**config.mk**
```make
export PLATFORM = sky130hd
export DESIGN_NAME = smc_top
export DESIGN_NICKNAME = d
export VERILOG_FILES = /design/src/hdl/smc_pkg.sv /design/src/hdl/smc_top.sv
export VERILOG_INCLUDE_DIRS = /design/src /design/src/hdl
export SDC_FILE = /design/constraint.sdc
export NUM_CORES = 1
export LEC_CHECK = 0
export ABC_CLOCK_PERIOD_IN_PS = 1880
export BUFFER_PORTS_ARGS = -buffer_cell sky130_fd_sc_hd__buf_2
export CAP_MARGIN = 20
export CORE_MARGIN = 3
export CORE_UTILIZATION = 44
export CTS_CLUSTER_SIZE = 20
export DETAILED_ROUTE_END_ITERATION = 8
export PLACE_DENSITY = 0.77
export SLEW_MARGIN = 10
export SYNTH_ARGS = -nofsm -noshare
export SYNTH_HDL_FRONTEND = slang
export SYNTH_SLANG_ARGS = --single-unit
export TNS_END_PERCENT = 20
```
**constraint.sdc**
```tcl
create_clock -name i_clk -period 1.88 [get_ports i_clk]
set_input_delay 0.094 -clock i_clk [delete_from_list [all_inputs] [get_ports i_clk]]
set_output_delay 0.094 -clock i_clk [all_outputs]
set_load 0.01 [all_outputs]
```
**src/hdl/smc_consts.svh**
```systemverilog
`ifndef SMC_CONSTS_SVH
`define SMC_CONSTS_SVH

// register byte addresses
`define SMC_ADDR_OSC_SETTLE_TIME_SELECT 32'hFFFF_F6C0
`define SMC_ADDR_PSC  32'hFFFF_F6C4
`define SMC_ADDR_POWER_SAVE_MODE_REG 32'hFFFF_F6C8
`define SMC_ADDR_STAT 32'hFFFF_F6CC

// power save control field positions
`define SMC_PSC_WDT2  7
`define SMC_PSC_NMI   5
`define SMC_PSC_MASKABLE_WAKE_BLOCK  4
`define SMC_PSC_STP   1

// power save mode field position
`define SMC_POWER_SAVE_MODE_REG_SEL  0

// reset values
`define SMC_POWER_SAVE_MODE_REG_RST  8'h00
`define SMC_OSC_SETTLE_TIME_SELECT_RST  3'h1

// settle counter width and exponents per select code, code 7 first
`define SMC_CNT_W     22
`define SMC_SETTLE_EXP {5'h15, 5'h14, 5'h13, 5'h12, 5'h11, 5'h10, 5'h0F, 5'h0D}

`endif

```
**src/hdl/smc_pkg.sv**
```systemverilog
package smc_pkg;

  typedef enum logic [5:0] {
    SMC_NORMAL   = 6'h01,
    SMC_HALT     = 6'h02,
    SMC_IDLE     = 6'h04,
    SMC_STOP     = 6'h08,
    SMC_OSC_WAIT = 6'h10,
    SMC_SETTLE   = 6'h20
  } smc_state_t;

  typedef struct packed {
    logic nmi_pin;
    logic second_watchdog_irq;
    logic maskable;
  } smc_wake_t;

  typedef struct packed {
    logic osc_en;
    logic cpu_en;
    logic periph_en;
  } smc_clk_t;

  typedef struct packed {
    smc_state_t  state;
    logic        watchdog2_wake_block;
    logic        nmi_pin_wake_block;
    logic        maskable_wake_block;
    logic        standby_type_select;
    logic [2:0]  osc_settle_time_select;
    logic [21:0] cnt;
    logic [31:0] rdata;
  } smc_regs_t;

endpackage

```
**src/hdl/smc_top.sv**
```systemverilog
`timescale 1ns/10ps
`include "smc_consts.svh"
module smc_top
#(
  parameter logic [7:0][4:0] P_SETTLE_EXP = `SMC_SETTLE_EXP
)
(
  input  wire logic                i_clk,
  input  wire logic                i_rst_n,
  input  wire logic                i_psel,
  input  wire logic                i_penable,
  input  wire logic                i_pwrite,
  input  wire logic [31:0]         i_paddr,
  input  wire logic [31:0]         i_pwdata,
  input  wire logic [3:0]          i_pstrb,
  output logic                     o_pready,
  output logic [31:0]              o_prdata,
  output logic                     o_pslverr,
  input  wire logic                i_halt_instr,
  input  wire smc_pkg::smc_wake_t  i_wake,
  input  wire logic                i_osc_running,
  output smc_pkg::smc_clk_t        o_clk,
  output logic                     o_standby,
  output logic                     o_settling
);

  ////////////////////////////////////////////////////////////////////////////
  // decode helpers

  function automatic logic is_mapped(input logic [31:0] addr);
    logic hit;
    hit = 1'b0;
    case (addr)
      `SMC_ADDR_OSC_SETTLE_TIME_SELECT: hit = 1'b1;
      `SMC_ADDR_PSC:  hit = 1'b1;
      `SMC_ADDR_POWER_SAVE_MODE_REG: hit = 1'b1;
      `SMC_ADDR_STAT: hit = 1'b1;
      default:        hit = 1'b0;
    endcase
    return hit;
  endfunction

  // stop request reads 0: the cpu can only read it while running
  function automatic logic [31:0] read_word(input logic [31:0]        addr,
                                            input smc_pkg::smc_regs_t r);
    logic [31:0] w;
    w = 32'h0000_0000;
    case (addr)
      `SMC_ADDR_OSC_SETTLE_TIME_SELECT:
      begin
        w[2:0] = r.osc_settle_time_select;
      end
      `SMC_ADDR_PSC:
      begin
        w[`SMC_PSC_WDT2] = r.watchdog2_wake_block;
        w[`SMC_PSC_NMI]  = r.nmi_pin_wake_block;
        w[`SMC_PSC_MASKABLE_WAKE_BLOCK] = r.maskable_wake_block;
        w[`SMC_PSC_STP]  = 1'b0;
      end
      `SMC_ADDR_POWER_SAVE_MODE_REG:
      begin
        w[`SMC_POWER_SAVE_MODE_REG_SEL] = r.standby_type_select;
      end
      `SMC_ADDR_STAT:
      begin
        w[5:0] = r.state;
      end
      default:
      begin
        w = 32'h0000_0000;
      end
    endcase
    return w;
  endfunction

  function automatic logic [21:0] settle_last(input logic [4:0] exp);
    logic [21:0] one;
    one = 22'h00_0001;
    return (one << exp) - one;
  endfunction

  // shared state test for the enables, the status outputs and the stop gate
  // one-hot codes, so each test is a single compare
  function automatic logic in_state(input smc_pkg::smc_state_t s,
                                    input smc_pkg::smc_state_t want);
    return (s == want);
  endfunction

  ////////////////////////////////////////////////////////////////////////////
  // state

  smc_pkg::smc_regs_t r_r;
  smc_pkg::smc_regs_t r_nxt;

  logic       setup;
  logic       wr;
  logic       stop_req;
  logic       wake_ok;
  logic       any_irq;
  logic [7:0] wbyte;
  logic       in_normal;
  logic       in_halt;
  logic       in_idle;
  logic       in_stop;
  logic       in_osc_wait;
  logic       in_settle;
  logic [2:0] wake_src;
  logic [2:0] wake_blk;
  logic [2:0] wake_pass;

  // reset value kept as a named constant so its bit can be picked
  localparam logic [7:0] POWER_SAVE_MODE_REG_RST = `SMC_POWER_SAVE_MODE_REG_RST;

  ////////////////////////////////////////////////////////////////////////////
  // settle terminal counts, one per select code

  // built once, so the settle compare is a mux and not a shifter
  // counter width caps the longest wait at 2^22 cycles; any exponent of 22 or more gives that wait
  logic [7:0][21:0] settle_end;

  genvar g;
  generate
    for (g = 0; g < 8; g++)
    begin : g_settle_end
      assign settle_end[g] = settle_last(P_SETTLE_EXP[g]);
    end
  endgenerate

  ////////////////////////////////////////////////////////////////////////////
  // state decode

  assign in_normal   = in_state(r_r.state, smc_pkg::SMC_NORMAL);
  assign in_halt     = in_state(r_r.state, smc_pkg::SMC_HALT);
  assign in_idle     = in_state(r_r.state, smc_pkg::SMC_IDLE);
  assign in_stop     = in_state(r_r.state, smc_pkg::SMC_STOP);
  assign in_osc_wait = in_state(r_r.state, smc_pkg::SMC_OSC_WAIT);
  assign in_settle   = in_state(r_r.state, smc_pkg::SMC_SETTLE);

  ////////////////////////////////////////////////////////////////////////////
  // apb: zero wait states, read data captured in the setup cycle

  assign setup     = i_psel & ~i_penable;
  assign wr        = i_psel & i_penable & i_pwrite & i_pstrb[0];
  assign wbyte     = i_pwdata[7:0];
  assign o_pready  = 1'b1;
  assign o_pslverr = i_psel & i_penable & ~is_mapped(i_paddr);
  assign o_prdata  = r_r.rdata;

  // a stop request only counts from normal operation
  // outside normal the cpu is not running, so such a write is dropped
  assign stop_req = wr && (i_paddr == `SMC_ADDR_PSC) && wbyte[`SMC_PSC_STP]
                    && in_normal;

  // wake from idle or stop honours the block bits
  // gate order follows the wake struct: pin, second watchdog, maskable
  assign wake_src = i_wake;
  assign wake_blk = {r_r.nmi_pin_wake_block,
                     r_r.watchdog2_wake_block,
                     r_r.maskable_wake_block};

  genvar w;
  generate
    for (w = 0; w < 3; w++)
    begin : g_wake_gate
      assign wake_pass[w] = wake_src[w] & ~wake_blk[w];
    end
  endgenerate

  assign wake_ok = |wake_pass;

  // halt is left by any request, block bits do not apply there
  assign any_irq = |wake_src;

  ////////////////////////////////////////////////////////////////////////////
  // next state

  always_comb
  begin
    r_nxt = r_r;

    if (setup && !i_pwrite)
    begin
      r_nxt.rdata = read_word(i_paddr, r_r);
    end

    if (wr)
    begin
      case (i_paddr)
        `SMC_ADDR_OSC_SETTLE_TIME_SELECT:
        begin
          // upper bits are not stored, so a stray 1 there is harmless
          r_nxt.osc_settle_time_select = wbyte[2:0];
        end
        `SMC_ADDR_PSC:
        begin
          if (!wbyte[`SMC_PSC_STP])
          begin
            r_nxt.watchdog2_wake_block = wbyte[`SMC_PSC_WDT2];
            r_nxt.nmi_pin_wake_block   = wbyte[`SMC_PSC_NMI];
            r_nxt.maskable_wake_block  = wbyte[`SMC_PSC_MASKABLE_WAKE_BLOCK];
          end
        end
        `SMC_ADDR_POWER_SAVE_MODE_REG:
        begin
          // bit access on the cpu side is a byte read-modify-write here
          r_nxt.standby_type_select = wbyte[`SMC_POWER_SAVE_MODE_REG_SEL];
        end
        default:
        begin
          r_nxt.rdata = r_r.rdata;
        end
      endcase
    end

    case (r_r.state)
      smc_pkg::SMC_NORMAL:
      begin
        if (stop_req)
        begin
          // select bit is only looked at together with a stop request
          r_nxt.state = r_r.standby_type_select ? smc_pkg::SMC_STOP
                                                : smc_pkg::SMC_IDLE;
        end
        else if (i_halt_instr)
        begin
          r_nxt.state = smc_pkg::SMC_HALT;
        end
      end
      smc_pkg::SMC_HALT:
      begin
        // a request already pending releases halt on the next edge
        if (any_irq)
        begin
          r_nxt.state = smc_pkg::SMC_NORMAL;
        end
      end
      smc_pkg::SMC_IDLE:
      begin
        // oscillator kept running, so no settle time is needed
        if (wake_ok)
        begin
          r_nxt.state = smc_pkg::SMC_NORMAL;
        end
      end
      smc_pkg::SMC_STOP:
      begin
        if (wake_ok)
        begin
          r_nxt.state = smc_pkg::SMC_OSC_WAIT;
          r_nxt.cnt   = 22'h00_0000;
        end
      end
      smc_pkg::SMC_OSC_WAIT:
      begin
        // time before oscillation is not counted
        if (i_osc_running)
        begin
          r_nxt.state = smc_pkg::SMC_SETTLE;
          r_nxt.cnt   = 22'h00_0000;
        end
      end
      smc_pkg::SMC_SETTLE:
      begin
        // no bypass for an external clock source
        if (r_r.cnt == settle_end[r_r.osc_settle_time_select])
        begin
          r_nxt.state = smc_pkg::SMC_NORMAL;
          r_nxt.cnt   = 22'h00_0000;
        end
        else
        begin
          r_nxt.cnt = r_r.cnt + 22'h00_0001;
        end
      end
      default:
      begin
        r_nxt.state = smc_pkg::SMC_OSC_WAIT;
        r_nxt.cnt   = 22'h00_0000;
      end
    endcase
  end

  ////////////////////////////////////////////////////////////////////////////
  // registers

  // reset starts in oscillator wait so the reset settle time is applied
  always_ff @(posedge i_clk or negedge i_rst_n)
  begin
    if (!i_rst_n)
    begin
      r_r.state                  <= smc_pkg::SMC_OSC_WAIT;
      r_r.watchdog2_wake_block   <= 1'b0;
      r_r.nmi_pin_wake_block     <= 1'b0;
      r_r.maskable_wake_block    <= 1'b0;
      r_r.standby_type_select    <= POWER_SAVE_MODE_REG_RST[`SMC_POWER_SAVE_MODE_REG_SEL];
      r_r.osc_settle_time_select <= `SMC_OSC_SETTLE_TIME_SELECT_RST;
      r_r.cnt                    <= 22'h00_0000;
      r_r.rdata                  <= 32'h0000_0000;
    end
    else
    begin
      r_r <= r_nxt;
    end
  end

  ////////////////////////////////////////////////////////////////////////////
  // clock gating outputs

  // halt gates only the cpu; peripherals and oscillator keep running
  // stop turns the oscillator off; idle keeps it, trading power for a fast wake
  assign o_clk.osc_en    = ~in_stop;
  assign o_clk.cpu_en    = in_normal;
  assign o_clk.periph_en = in_normal
                         | in_halt;
  assign o_standby       = in_idle
                         | in_stop;
  assign o_settling      = in_osc_wait
                         | in_settle;

endmodule

```
==> flow_summary.ini <==
[outcome]
status = finished, violations left
violations = negative setup slack

[synthesis]
yosysUniqueCellTypes = 56
synthTopCellsByArea = dfrtp_1, buf_4, xnor2_1
synthFlopType = dfrtp_1
synth_edf_count = 0
syn_area_mm2 = 0.002918
synth_top_area_cell = dfrtp_1
yosys_warnings = 0
synth_top_area_frac = 0.3431
syn_avg_cell_area_um2 = 8.789
ys_top_cells_by_count = dfrtp_1, buf_4, nand2_1
synth-async-reset-ratio = 1.000
yosysMostFrequentCell = dfrtp_1
yosys_register_bits = 42
syn_inst = 332
seq_area_frac_synth = 0.3611

[global_routing]
grt_pass1_wl_um = 13170
antenna_found_initial = 0
grt_start_max_net_pins = 43
grt_usage = 0.2177
grt_pass1_vias = 2720
grt_overflow = 0

[finish]
nFillCells = 523
num_antenna_cells = 0
syn_to_final_growth_pct = 31.65
fin_cells = 518
regArea_mm2 = 0.001057
multi_input_area_mm2 = 0.001674
nNetsFinal = 520
drive_gt1_frac = 0.4172

[placed_design]
io_buffers = 61
dpl.hpwl_um = 5476
preCtsSetupSlack_ns = -0.2786
dp_cells = 494
place.gp.congestion = 0.8699

[power]
peakVddDrop_mv = 0.5698
p_leak_nw = 1.761
power_density_mw_per_mm2 = 811.1

[setup_path]
critPathKind = reg -> reg
r2r_setup_slack_ns = -0.21
worstReg2RegStart = r_r[56]
arrival_ns = 2.27
crit_chain = buf_6 -> nor2_4 -> a21oi_2 -> a211o_1 -> a2111o_2 -> a21o_1 -> o22a_1
critPathSlowestCell = a2111o_2
crit_buf_inv = 1
startpoint = r_r[56]
worstPathMaxFanout = 5
crit_path_end_kind = flop
cp_slowest_stage_delay_ns = 0.55
crit_family = compound AO/OA/AOI/OAI gates
critPathLaunchType = flop
cp.required_ns = 2.07

[sta]
worst_pin_slew_ns = 0.5637
tns_ns = -3.328
grt_setup_unrepaired = yes
relSlewSlack = 0.6242
final-hold-violation-count = 0
drv_slew = 0
max_freq_mhz = 479.5
period_share = 1.109
fin_crit_ns = 2.086
setup_ws_ns = -0.2055
fin_worst_skew_ns = 0.002563
setup_violations = 27

[die]
die_w_um = 87.44
initial_core_util = 0.4569
num_rows = 29
ioPinCount = 117
core_area_mm2 = 0.006386
die_area_mm2 = 0.007645
die_h_um = 87.44

[route]
routed_via_density = 5.452
totalWireLength_um = 8284
ant_nets = 0
drc = 0
num_vias = 2824
wl_per_cell_um = 15.99
firstDrtPassIters = 4
initialDrtViolationCount = 215

[clocking]
cts_made_buffers = 5
clk_latency_ns = 0.29
cts.path.max_buffers = 2
cts-root-buf = clkbuf_8
htree_levels = 2
tritoncts = done
clkSinkCount = 42
path_clk_slew_ns = 0.08

[job]
drv_cap = 0

[min_path]
hold_path_startpoint = i_pwdata[4]
min_path_type = in -> reg
## flip-flops by register name, summed over array words and instances, names as in the netlist
| signal | count |
|---|---|
| o_prdata | 7 |
| r_r | 35 |
## where the power goes
group / switching, mW / total [mW] / internal (mW)
combinational: 0.734 / 1.34 / 0.609
sequential: 0.0526 / 1.02 / 0.965
clock: 0.329 / 0.755 / 0.426
total: 1.12 / 3.12 / 2.00
## worst register-to-register path: cells and delay by family, from the launching register on
family	cells	cell delay, ns
buffers and inverters	1	0.14
flip-flops	1	0.45
AND/OR/NAND/NOR	1	0.07
AO/OA/AOI/OAI	5	1.32
## metal layers
metal	wire length, µm	vias to the layer above	GRT usage	part of all wire
li1	-	1347	-	-
met2	4313	99	0.3856	0.52
met1	3352	1359	0.2715	0.40
met5	0	-	0	0
met4	218	0	0.08229	0.026
met3	399	19	0.02081	0.048
## final cells by class
type / count / area share
well taps: 77 / 0.02508
multi-input cells: 250 / 0.4358
flip-flops and latches: 42 / 0.2752
clock buffers: 6 / 0.02150
clock inverters: 1 / 0.007818
inverters: 16 / 0.01564
repair buffers: 126 / 0.2189
## logic make-up (layout without fill, tap and decap cells)
logic type,after synthesis,count (layout),synth area share
adders and majority gates,1,1,0.004287
other,2,26,0.002574
DFF,42,42,0.3611
buffers and inverters,66,149,0.1484
and+or+nand+nor,139,139,0.2590
xor gates and xnor gates,18,18,0.05403
muxes,7,7,0.02701
AOI/OAI and AO/OA,57,59,0.1437
## path summary, 6_finish.rpt
kind	to	depth (start not counted)
hold / removal	r_r[58]	2
hold reg to reg	o_prdata[3]	2
min in group asynchronous	r_r[49]	3
setup / recovery	r_r[62]	7
setup reg to reg	r_r[62]	7
max in group asynchronous	r_r[62]	3
## repair_timing
| item | in CTS | in global routing |
|---|---|---|
| cloned | 2 | 0 |
| resized for setup | 23 | 13 |
| endpoints found under the hold margin | 40 | 0 |
| endpoints found under the setup margin | 26 | 30 |
| hold buffers | 1 | 0 |
| buffers inserted | 13 | 1 |
| pin swaps | 16 | 8 |
## stage by stage
step,util,power (mW),area [µm²],hold slack [ns]
6_report,0.6015,3.116,3841,0.01352
5_1_grt,0.6015,3.262,3841,0.01771
4_1_cts,0.5929,3.019,3786,0.02100
3_5_place_dp,0.5437,2.158,3472,0.1981
3_3_place_gp,0.5437,2.129,3472,0.1942
2_1_floorplan,-,1.844,3067,-0.2016
## cells in the final DEF (no fill, tap or decap), types with 4 or more instances in the layout
cell | netlist | routed
buf_6 | 5 | 8
clkbuf_8 | 0 | 6
xnor2_1 | 14 | 14
nor2_2 | 1 | 5
nand3_1 | 11 | 11
conb_1 | 2 | 26
nor4_2 | 5 | 7
nor3_1 | 14 | 13
mux2_2 | 5 | 5
o21ai_0 | 14 | 12
nand4_1 | 14 | 14
dfrtp_1 | 40 | 37
nand4b_1 | 5 | 5
nand2b_1 | 5 | 5
and3_1 | 7 | 5
nand2_1 | 31 | 28
nor2_1 | 27 | 22
buf_2 | 6 | 60
buf_4 | 37 | 56
inv_1 | 16 | 14
a22oi_1 | 4 | 4
xor2_1 | 4 | 4
a21oi_1 | 9 | 6
Note: power is estimated with default switching activity, not from simulation.
